### config.mk
export PLATFORM = sky130hd
export DESIGN_NAME = crs_seq
export DESIGN_NICKNAME = d
export VERILOG_FILES = /design/src/verilog/crs_pkg.sv /design/src/verilog/crs_seq.sv
export SDC_FILE = /design/constraint.sdc
export NUM_CORES = 1
export LEC_CHECK = 0
export ABC_AREA = 1
export BUFFER_PORTS_ARGS = -buffer_cell sky130_fd_sc_hd__buf_4
export CAP_MARGIN = 10
export CORE_MARGIN = 3
export CORE_UTILIZATION = 38
export DETAILED_ROUTE_END_ITERATION = 12
export HOLD_SLACK_MARGIN = 0.1
export PLACE_DENSITY = 0.67
export REMOVE_ABC_BUFFERS = 1
export SLEW_MARGIN = 20
export SYNTH_ARGS = -nofsm -noshare
export SYNTH_HDL_FRONTEND = slang
export SYNTH_SLANG_ARGS = --single-unit
export TNS_END_PERCENT = 10
### constraint.sdc
create_clock -name ref_clk_i -period 2.1 [get_ports ref_clk_i]
set_input_delay 0.315 -clock ref_clk_i [delete_from_list [all_inputs] [get_ports ref_clk_i]]
set_output_delay 0.315 -clock ref_clk_i [all_outputs]
set_load 0.02 [all_outputs]
### src/verilog/crs_pkg.sv
/*
 Shared constants, types and the state record of the clock and reset sequencer.
 Assumes one 50 MHz reference clock that stands in for the oscillator clock.
*/
package crs_pkg;
   localparam int          CLK_NS       = 20;
   localparam logic [7:0]  MCC_IDX      = 8'h38;
   localparam logic [7:0]  TRIM_IDX     = 8'h39;
   localparam logic [7:0]  STAT_IDX     = 8'h3a;
   localparam logic [7:0]  MCC_ADDR     = 8'(MCC_IDX * 4);
   localparam logic [7:0]  TRIM_ADDR    = 8'(TRIM_IDX * 4);
   localparam logic [7:0]  STAT_ADDR    = 8'(STAT_IDX * 4);
   localparam int          SMS_BIT      = 0;
   localparam int          MCO_BIT      = 1;
   localparam int          LOCK_BIT     = 3;
   localparam logic [1:0]  MCC_RST      = 2'h0;
   localparam logic [7:0]  TRIM_RST     = 8'hff;
   localparam int          SLOW_DIV     = 32;
   localparam int          RST_DLY_CYC  = 256;
   localparam int          FETCH_CYC    = 2;
   localparam logic [15:0] RST_VEC      = 16'hfffe;
   localparam logic [3:0]  PLL_MULT     = 4'h8;

   typedef enum logic [1:0] {
      CRS_OSC_EXT,
      CRS_OSC_RC,
      CRS_OSC_PLL
   } crs_osc_t;

   typedef enum logic [2:0] {
      ST_RUN,
      ST_ACTIVE,
      ST_DELAY,
      ST_FETCH,
      ST_PLLWAIT,
      ST_HALT
   } crs_state_t;

   typedef struct packed {
      crs_state_t  st;
      logic [15:0] cnt;
      logic [2:0]  sync;
      logic [15:0] pulse;
      logic        armed;
      logic        src_ext;
      logic [1:0]  mcc;
      logic [7:0]  trim;
      logic        locked;
      logic        pll_en;
      logic        rc_en;
      logic [4:0]  div;
      logic        cpu_en;
      logic        clk_valid;
      logic        core_rst;
      logic        rst_oe;
      logic        pin_lvl;
      logic        vec_fetch;
      logic [15:0] vec_addr;
      logic        waitreq;
      logic [7:0]  rdata;
      crs_osc_t    osc;
      logic        pll_run;
   } crs_regs_t;

   // Power-up starts a full reset sequence that drives the reset pin low.
   localparam crs_regs_t CRS_RST = '{
      st: ST_ACTIVE, cnt: 16'h0000, sync: 3'h7, pulse: 16'h0000,
      armed: 1'b0, src_ext: 1'b0, mcc: MCC_RST, trim: TRIM_RST,
      locked: 1'b0, pll_en: 1'b0, rc_en: 1'b0, div: 5'h00,
      cpu_en: 1'b0, clk_valid: 1'b0, core_rst: 1'b1, rst_oe: 1'b1,
      pin_lvl: 1'b0, vec_fetch: 1'b0, vec_addr: 16'h0000,
      waitreq: 1'b1, rdata: 8'h00, osc: CRS_OSC_EXT, pll_run: 1'b0};

   function automatic int cyc_up(input int ns);
      int c;
      c = (ns + CLK_NS - 1) / CLK_NS;
      return (c < 1) ? 1 : c;
   endfunction
endpackage

### src/verilog/crs_seq.sv
/*
 Clock and reset sequencer: clock control registers on Avalon-MM, slow-mode
 CPU clock enable, PLL start-up and lock, and the reset sequence with the
 open-drain reset pin. Assumes option straps and core events on ref_clk.
*/
// Decided for this implementation: register access over Avalon-MM.
`timescale 1ns/10ps

//Function
// - With PLL enabled, the clock is delivered only after the PLL start-up delay.
// - Hardware sets lock flag at bit 3 when locked, clears otherwise.
// - Bit 1 drives main clock onto its pin; reset clears it.
// - Bit 0 selects CPU clock as oscillator or oscillator divided by 32.
// - Trim 00h is fastest, FFh slowest; trim resets to FFh.
// - Reset sources are pin pulse, watchdog and illegal opcode.
// - Every source acts on the pin, held low during the delay.
// - Sequence: active phase, 256 CPU clock delay, vector fetch.
// - Vector fetch lasts two cycles from FFFEh and FFFFh.
// - With PLL enabled, start-up delay follows the reset sequence.
// - Reset pin is an input and an open-drain output.
// - External pulse of minimum width is detected even during halt.
// - Watchdog overflow starts a full reset sequence.
// - PLL multiplies the 1 MHz clock by 8.
// - Without PLL, RC gives 1 MHz, else external clock direct.
module crs_seq #(
   parameter int PLL_STARTUP_NS = 1000,
   parameter int MIN_PULSE_NS   = 100,
   parameter int ACTIVE_CYC     = 16
) (
   input  wire logic        ref_clk_i,
   input  wire logic        rst_i,
   input  wire logic [7:0]  avs_address_i,
   input  wire logic        avs_read_i,
   input  wire logic        avs_write_i,
   input  wire logic [31:0] avs_writedata_i,
   input  wire logic [3:0]  avs_byteenable_i,
   output logic [31:0]      avs_readdata_o,
   output logic             avs_waitrequest_o,
   input  wire logic        rst_pin_i,
   output logic             rst_pin_o,
   output logic             rst_pin_oe_o,
   input  wire logic        wdog_ovf_i,
   input  wire logic        illegal_op_i,
   input  wire logic        halt_i,
   input  wire logic        pll_opt_i,
   input  wire logic        rc_opt_i,
   output logic             core_rst_o,
   output logic             vec_fetch_o,
   output logic [15:0]      vec_addr_o,
   output logic             cpu_clk_en_o,
   output logic             clk_valid_o,
   output logic             pll_run_o,
   output logic [3:0]       pll_mult_o,
   output logic [1:0]       osc_src_o,
   output logic [7:0]       rc_trim_o,
   output logic             mco_en_o
);
   localparam int STARTUP_CYC = crs_pkg::cyc_up(PLL_STARTUP_NS);
   localparam int PULSE_CYC   = crs_pkg::cyc_up(MIN_PULSE_NS);

   crs_pkg::crs_regs_t s;
   crs_pkg::crs_regs_t next_s;
   logic               pin_low;
   logic               pin_high;
   logic               req;
   logic               acc;
   logic               in_rst;
   logic               trig;
   logic [7:0]         rd_mux;
   logic               sel_mcc;
   logic               sel_trim;
   logic               sel_stat;
   logic               wr_take;
   logic               int_src;
   logic               pin_src;
   logic               run_next;

   always_comb begin
      next_s = s;
      next_s.sync = {s.sync[1:0], rst_pin_i};
      // Only agreeing late stages count, so a glitch in one sample is ignored.
      pin_low = !s.sync[1] && !s.sync[2];
      pin_high = s.sync[1] && s.sync[2];
      in_rst = (s.st == crs_pkg::ST_ACTIVE) || (s.st == crs_pkg::ST_DELAY) ||
               (s.st == crs_pkg::ST_FETCH);

      sel_mcc = (avs_address_i == crs_pkg::MCC_ADDR);
      sel_trim = (avs_address_i == crs_pkg::TRIM_ADDR);
      sel_stat = (avs_address_i == crs_pkg::STAT_ADDR);

      // Unmapped addresses fall through to zero, as do all reserved bits.
      rd_mux = 8'h00;
      if (sel_mcc) begin
         rd_mux = {6'h00, s.mcc};
      end
      if (sel_trim) begin
         rd_mux = s.trim;
      end
      if (sel_stat) begin
         rd_mux = 8'(s.locked) << crs_pkg::LOCK_BIT;
      end
      req = avs_read_i || avs_write_i;
      acc = req && !s.waitreq;
      wr_take = acc && avs_write_i && avs_byteenable_i[0];
      next_s.waitreq = !(req && s.waitreq);
      if (req && s.waitreq) begin
         next_s.rdata = rd_mux;
      end
      // The status register has no writable bit, so a write to it is dropped.
      if (wr_take && sel_mcc) begin
         next_s.mcc = avs_writedata_i[1:0];
      end
      if (wr_take && sel_trim) begin
         next_s.trim = avs_writedata_i[7:0];
      end
      if (in_rst) begin
         next_s.mcc = crs_pkg::MCC_RST;
         next_s.trim = crs_pkg::TRIM_RST;
      end

      // Pin is armed only after it is seen high, so our own drive is not a source.
      if (pin_high && !s.rst_oe) begin
         next_s.armed = 1'b1;
      end
      if (pin_low && s.armed && !s.rst_oe) begin
         if (s.pulse != 16'(PULSE_CYC)) begin
            next_s.pulse = s.pulse + 16'h0001;
         end
      end else begin
         next_s.pulse = 16'h0000;
      end
      int_src = wdog_ovf_i || illegal_op_i;
      pin_src = (s.pulse == 16'(PULSE_CYC));
      trig = int_src || pin_src;

      next_s.cpu_en = 1'b0;
      next_s.vec_fetch = 1'b0;
      case (s.st)
         crs_pkg::ST_ACTIVE: begin
            next_s.core_rst = 1'b1;
            next_s.clk_valid = 1'b0;
            next_s.locked = 1'b0;
            next_s.pll_en = pll_opt_i;
            next_s.rc_en = rc_opt_i;
            next_s.rst_oe = !s.src_ext;
            next_s.cnt = s.cnt + 16'h0001;
            if (s.src_ext ? pin_high : (s.cnt == 16'(ACTIVE_CYC - 1))) begin
               next_s.st = crs_pkg::ST_DELAY;
               next_s.cnt = 16'h0000;
               next_s.rst_oe = 1'b1;
            end
         end
         crs_pkg::ST_DELAY: begin
            next_s.cpu_en = 1'b1;
            next_s.cnt = s.cnt + 16'h0001;
            if (s.cnt == 16'(crs_pkg::RST_DLY_CYC - 1)) begin
               next_s.st = crs_pkg::ST_FETCH;
               next_s.cnt = 16'h0000;
               next_s.rst_oe = 1'b0;
               next_s.vec_fetch = 1'b1;
               next_s.vec_addr = crs_pkg::RST_VEC;
            end
         end
         crs_pkg::ST_FETCH: begin
            next_s.cpu_en = 1'b1;
            next_s.vec_fetch = 1'b1;
            next_s.vec_addr = crs_pkg::RST_VEC + 16'h0001;
            next_s.cnt = s.cnt + 16'h0001;
            if (s.cnt == 16'(crs_pkg::FETCH_CYC - 1)) begin
               next_s.vec_fetch = 1'b0;
               next_s.vec_addr = 16'h0000;
               next_s.core_rst = 1'b0;
               next_s.cnt = 16'h0000;
               next_s.st = s.pll_en ? crs_pkg::ST_PLLWAIT : crs_pkg::ST_RUN;
               next_s.clk_valid = !s.pll_en;
            end
         end
         crs_pkg::ST_PLLWAIT: begin
            next_s.cnt = s.cnt + 16'h0001;
            if (s.cnt == 16'(STARTUP_CYC - 1)) begin
               next_s.st = crs_pkg::ST_RUN;
               next_s.clk_valid = 1'b1;
               next_s.locked = 1'b1;
               next_s.cnt = 16'h0000;
            end
         end
         crs_pkg::ST_HALT: begin
            if (!halt_i) begin
               next_s.st = s.pll_en ? crs_pkg::ST_PLLWAIT : crs_pkg::ST_RUN;
               next_s.clk_valid = !s.pll_en;
               next_s.cnt = 16'h0000;
            end
         end
         crs_pkg::ST_RUN: begin
            // Slow mode trades CPU speed for power; the divider restarts on each change.
            if (s.mcc[crs_pkg::SMS_BIT]) begin
               next_s.div = s.div + 5'h01;
               next_s.cpu_en = (s.div == 5'(crs_pkg::SLOW_DIV - 1));
            end else begin
               next_s.div = 5'h00;
               next_s.cpu_en = 1'b1;
            end
            if (halt_i) begin
               next_s.st = crs_pkg::ST_HALT;
               next_s.clk_valid = 1'b0;
               next_s.cpu_en = 1'b0;
               next_s.locked = 1'b0;
            end
         end
         default: next_s.st = crs_pkg::ST_ACTIVE;
      endcase

      if (trig && (s.st != crs_pkg::ST_ACTIVE) && (s.st != crs_pkg::ST_DELAY)) begin
         next_s.st = crs_pkg::ST_ACTIVE;
         next_s.src_ext = !int_src;
         next_s.rst_oe = int_src;
         next_s.armed = 1'b0;
         next_s.pulse = 16'h0000;
         next_s.cnt = 16'h0000;
         next_s.core_rst = 1'b1;
         next_s.clk_valid = 1'b0;
         next_s.cpu_en = 1'b0;
         next_s.locked = 1'b0;
         next_s.vec_fetch = 1'b0;
         next_s.vec_addr = 16'h0000;
         next_s.div = 5'h00;
      end

      if (s.pll_en) begin
         next_s.osc = crs_pkg::CRS_OSC_PLL;
      end else if (s.rc_en) begin
         next_s.osc = crs_pkg::CRS_OSC_RC;
      end else begin
         next_s.osc = crs_pkg::CRS_OSC_EXT;
      end
      // Registered so that the PLL enable sees no decode glitch.
      run_next = (next_s.st == crs_pkg::ST_RUN) || (next_s.st == crs_pkg::ST_PLLWAIT);
      next_s.pll_run = next_s.pll_en && run_next;
      next_s.pin_lvl = 1'b0;
   end

   always_ff @(posedge ref_clk_i) begin
      if (rst_i) begin
         s <= crs_pkg::CRS_RST;
      end else begin
         s <= next_s;
      end
   end

   assign avs_readdata_o    = {24'h000000, s.rdata};
   assign avs_waitrequest_o = s.waitreq;
   assign rst_pin_o         = s.pin_lvl;
   assign rst_pin_oe_o      = s.rst_oe;
   assign core_rst_o        = s.core_rst;
   assign vec_fetch_o       = s.vec_fetch;
   assign vec_addr_o        = s.vec_addr;
   assign cpu_clk_en_o      = s.cpu_en;
   assign clk_valid_o       = s.clk_valid;
   assign pll_run_o         = s.pll_run;
   assign pll_mult_o        = crs_pkg::PLL_MULT;
   assign osc_src_o         = s.osc;
   assign rc_trim_o         = s.trim;
   assign mco_en_o          = s.mcc[crs_pkg::MCO_BIT];
endmodule

==> results of run 1 <==
## final cells by class
cell class | instances | share of cell area (%)
well taps | 136 | 3.62
clock inverters | 5 | 1.75
flip-flops and latches | 77 | 32.7
repair buffers | 73 | 11.6
inverters | 62 | 5.13
clock buffers | 11 | 3.00
multi-input cells | 396 | 42.1
## kinds of logic after synthesis
family,count (synthesis),share of synthesized area (%)
and+or+nand+nor,285,31.5
AOI/OAI and AO/OA,59,7.89
adders and majority gates,6,1.79
other,2,0.179
buffers and inverters,132,18.3
xor gates and xnor gates,17,3.56
DFF,77,36.8
## state kept, by name, indices dropped and copies added (netlist names)
name	flops
avs_waitrequest_o	1
s	47
next_s	2
core_rst_o	1
cpu_clk_en_o	1
osc_src_o	2
rst_pin_oe_o	1
rc_trim_o	8
vec_addr_o	2
pll_run_o	1
clk_valid_o	1
vec_fetch_o	1
avs_readdata_o	8
mco_en_o	1
## routing by layer
metal / wire length, microns / part of all wire, % / up-vias / GRT usage, %
met1: 3950 / 46 / 1590 / 17.7
li1: - / - / 1839 / -
met4: 90 / 1.1 / 0 / 6.16
met3: 610 / 7.2 / 6 / 4.09
met5: 0 / 0 / - / 0
met2: 3880 / 45 / 109 / 22.4
## cell usage in the layout (no fill, tap or decap), types with 10 or more instances in the layout
cell and n:
a21oi_1 23, buf_4 73, clkbuf_8 10, conb_1 29
dfxtp_1 77, inv_1 53, nand2_1 114, nand3_1 48
nand4_1 10, nor2_1 65, nor2_2 15, nor3_1 13
o21ai_0 22, xor2_1 11
## where the power goes
group          internal (mW)  switching [mW]  leakage, nW
combinational         0.0663           0.128         1.27
sequential              1.48          0.0155        0.623
clock                  0.707           0.563        0.114
total                   2.25           0.707         2.01
## final timing paths
path	depth (start not counted)	from	slack [ps]	end
min reg2reg	1	next_s[71]	420	next_s[72]
max reg2reg	10	s[73]	260	s[75]
max	10	s[73]	260	s[75]
min	2	rst_pin_i	140	next_s[71]
## per-stage QoR
stage	instances	power (mW)	setup WS, ps
floorplan	535	1.64	-497
global placement	744	1.71	320
detailed placement	744	1.72	281
CTS	760	2.99	246
global route	760	3.07	25.5
finish	760	2.95	257
==> results.toml, run 1 <==
[run_status]
status = "completed"

[die]
initial_core_util_pct = 39.8
ios = 125
fp.coreArea_sq_um = 10500
fp.dieW_microns = 111
die_area_sq_um = 12300
fp-row-count = 37
die_h_microns = 111

[power]
ir_worst_vdd_mv = 0.280
cellPowerDensity_nw_per_um2 = 628
p_leak_nw = 2.01

[sta]
slew_headroom_pct = 61.0
setup_viol_count_final = 0
fin_crit_ps = 1840
final.setup_skew_ps = 10.9
slew_viol_final = 0
rsz0062_at_grt = "no"
finalHoldViolCount = 0
fin_setup_tns_ps = 0
clock.fmax_mhz = 543
worstMarginPinSlew_ps = 580
timing.hold.ws_ps = 138
period_share_pct = 87.8

[synthesis]
synth_warnings = 0
synthTopCellsByCount = "114 x nand2_1, 77 x dfxtp_1, 65 x nor2_1, 63 x buf_4, 53 x inv_1"
synthCells = 578
avgSynthCellArea_sq_um = 7.25
synth.largest_area_cell = "dfxtp_1"
async_flop_share_pct = 0
synth_area_leaders = "dfxtp_1 37%, buf_4 11%, nand2_1 10%"
synth-seq-cells = 77
synth_top_area_share_pct = 36.8
synth_ff_type = "dfxtp_1"
yosysSeqAreaShare_pct = 36.8
synthesis.area_sq_um = 4190
synth_cell_types = 37
synth_edf_count = 0
yosysMostFrequentCell = "nand2_1"

[clocking]
cts_repair_resize_count = 0
cts_htree_levels = 3
path_clk_slew_ps = 80
cts_num_sinks = 77
clockBufferDepth = 2
postCtsSetupBuffers = 0
clockRootBuffer = "clkbuf_8"
clk_latency_ps = 360
cts_hold_buf = 0
cts_tree = "yes"
numCtsBuffers = 9

[global_routing]
grt_max_degree = 18
grt_antenna_before_repair = 0
gr-usage-all-layers_pct = 14.1
grt_pass1_vias = 3335
grt_overflow = 0
grt_pass1_wl_microns = 14600

[run]
drv_cap = 0

[setup_path]
slowest_stage = "dfxtp_1"
cp_cell_sequence = "ha_1, nand3_1, nor2_1, nand2_1, a21oi_1, nand2_1, nand2_1, nand2_2, nand2_4, nor2_1"
startpoint_type = "flop"
cpMostUsedCell = "nand2_1"
slowest_delay_ps = 470
crit_arrival_ps = 2080
path_class = "flop to flop"
crit_path_end_kind = "flop"
worstPathMaxFanout = 16
critical_path_required_ps = 2340
path_delay_family = "simple AND/OR/NAND/NOR gates"
critPathBufInv = 0

[final_layout]
fin_area_sq_um = 4710
drive_gt1_share_pct = 21.5
layout.nets = 679
nFillCells = 1039
seqCellArea_sq_um = 1540
areaGrowthSynthToFinish_pct = 12.4
multi_input_area_sq_um = 1980
antennaDiodeCount = 0
utilization_pct = 44.8

[min_path]
hold_class = "primary input to flop"

[drt]
post_drt_wl_per_cell_microns = 11.2
dr.pass1.iters = 4
drt_iter0_drc = 179
vias_per_cell = 4.66
drtAntennaViolNets = 0
drc = 0
vias = 3544
wl_microns = 8530

[placement]
gp_congestion = 0.830
port_buffers = 68
hpwl_microns = 6490
placed_area_sq_um = 4480
(Power assumes the default switching activity.)
==> inputs of run 2 (changes only) <==
--- a/config.mk
+++ b/config.mk
@@ -13,7 +13,6 @@
 export DETAILED_ROUTE_END_ITERATION = 12
 export HOLD_SLACK_MARGIN = 0.1
 export PLACE_DENSITY = 0.67
-export REMOVE_ABC_BUFFERS = 1
 export SLEW_MARGIN = 20
 export SYNTH_ARGS = -nofsm -noshare
 export SYNTH_HDL_FRONTEND = slang
==> run 2 against run 1 <==
  * Total power fell by 2.1%
  * Sequential power barely moved
  * Flip-flop and latch count did not move
  * Global-route usage fell by 0.23 points
  * Count of clock-buffer cells in the layout fell by 1
  * Clock skew rose by 1.8 ps
  * Final cell count fell by 0.13%
  * Sequential share of layout area rose by 0.11 points
  * Critical path type unchanged
  * Highest routed layer unchanged
==> results.toml, run 2 (same netlist as run 1, synthesis figures left out) <==
[final_layout]
largest_reg_flops = 47
multi_input_area_sq_um = 1980
drive_gt1_share_pct = 21.3
antennaDiodeCount = 0
final_common_cell = "nand2_1"
areaGrowthSynthToFinish_pct = 12.0
nFillCells = 1039
fin_area_sq_um = 4690
layout.nets = 678
largest_register = "s"
layout_common_cells = "114 x nand2_1, 77 x dfxtp_1, 72 x buf_4"
seqCellArea_sq_um = 1540

[drt]
post_drt_wl_per_cell_microns = 11.1
drt_iter0_drc = 232
vias_per_cell = 4.64
drc = 0
dr.pass1.iters = 5
vias = 3521
wl_microns = 8450
drtAntennaViolNets = 0

[global_routing]
grtUsageMet3_pct = 3.98
gr-usage-all-layers_pct = 13.9
grt_pass1_vias = 3355
grt_pass1_wl_microns = 14500
grt_use_met2_pct = 24.4
grt_antenna_before_repair = 0
grt_max_degree = 18
top_usage_layer = "met2"
grt_overflow = 0
grtUsageMet1_pct = 16.4

[clocking]
clockRootBuffer = "clkbuf_8"
cts_tree = "yes"
cts_hold_buf = 0
path_clk_slew_ps = 80
clk_latency_ps = 350
postCtsSetupBuffers = 0
cts_num_sinks = 77
clockBufferDepth = 2
numCtsBuffers = 9
cts_repair_resize_count = 0
cts_htree_levels = 3

[sta]
finalHoldViolCount = 0
worstMarginPinSlew_ps = 638
slew_headroom_pct = 57.0
fin_crit_ps = 1830
clock.fmax_mhz = 547
setup_viol_count_final = 0
final.setup_skew_ps = 12.7
fin_setup_tns_ps = 0
period_share_pct = 87.0
timing.hold.ws_ps = 153
slew_viol_final = 0
rsz0062_at_grt = "no"

[setup_path]
reg2reg_depth = 10
critical_path_required_ps = 2330
startpoint_type = "flop"
crit_arrival_ps = 2060
crit_path_end_kind = "flop"
r2r_slack_ps = 270
worstPathMaxFanout = 16
path_class = "flop to flop"

[die]
die_area_sq_um = 12300
die_h_microns = 111
fp-row-count = 37
fp.coreArea_sq_um = 10500
initial_core_util_pct = 39.8
ios = 125
fp.dieW_microns = 111

[power]
ir_worst_vdd_mv = 0.308
p_leak_nw = 2.00
p_total_mw = 2.89
cellPowerDensity_nw_per_um2 = 617

[min_path]
hold_path_depth = 2
hold_class = "primary input to flop"

[run_status]
status = "completed"

[placement]
placed_area_sq_um = 4480
hpwl_microns = 6480
port_buffers = 68
gp_congestion = 0.877

[run]
drv_cap = 0
==> run 2: cell count changes in the layout (fill, tap and decap cells not counted) <==
cell      delta
buf_4        -1
clkbuf_8     -1
clkinv_2     +1
clkinv_4     +1
inv_6        -1
==> run 2: worst paths after layout <==
kind | from | end
max | s[73] | s[87]
min | rst_pin_i | next_s[71]
max reg2reg | s[73] | s[87]
min reg2reg | next_s[71] | next_s[72]
==> run 2: final cells by class <==
| cell class | count | share of cell area, % |
|---|---|---|
| Multi-Input combinational cell | 396 | 42.3 |
| Sequential cell | 77 | 32.9 |
| Timing Repair Buffer | 72 | 11.5 |
| Inverter | 62 | 5.15 |
| Tap cell | 136 | 3.63 |
| Clock buffer | 10 | 2.72 |
| Clock inverter | 6 | 1.87 |
==> run 2: through the flow <==
stage / std cells / setup WS, ps / utilization (%)
floorplan: 605 / 501 / -
global placement: 743 / 316 / 42.6
detailed placement: 743 / 282 / 42.6
CTS: 759 / 248 / 44.6
global route: 759 / 63.8 / 44.6
finish: 759 / 272 / 44.6
==> run 2: per-layer routing <==
layer,share of wire [%],up-vias
li1,-,1837
met1,45,1594
met2,49,83
met3,5.2,7
met4,0.83,0
met5,0,-
==> run 2: power breakdown <==
part	switching [mW]	internal, mW
Combinational	0.125	0.0659
Clock	0.543	0.670
Sequential	0.0143	1.48
==> run 2: critical path: stages (launching register included) <==
cell     delay [ps]
dfxtp_1         440
ha_1            210
nand3_1         180
nor2_1          150
nand2_1         110
a21oi_1         150
nand2_1          60
nand2_1          70
nand2_2          60
nand2_4         200
nor2_1           70
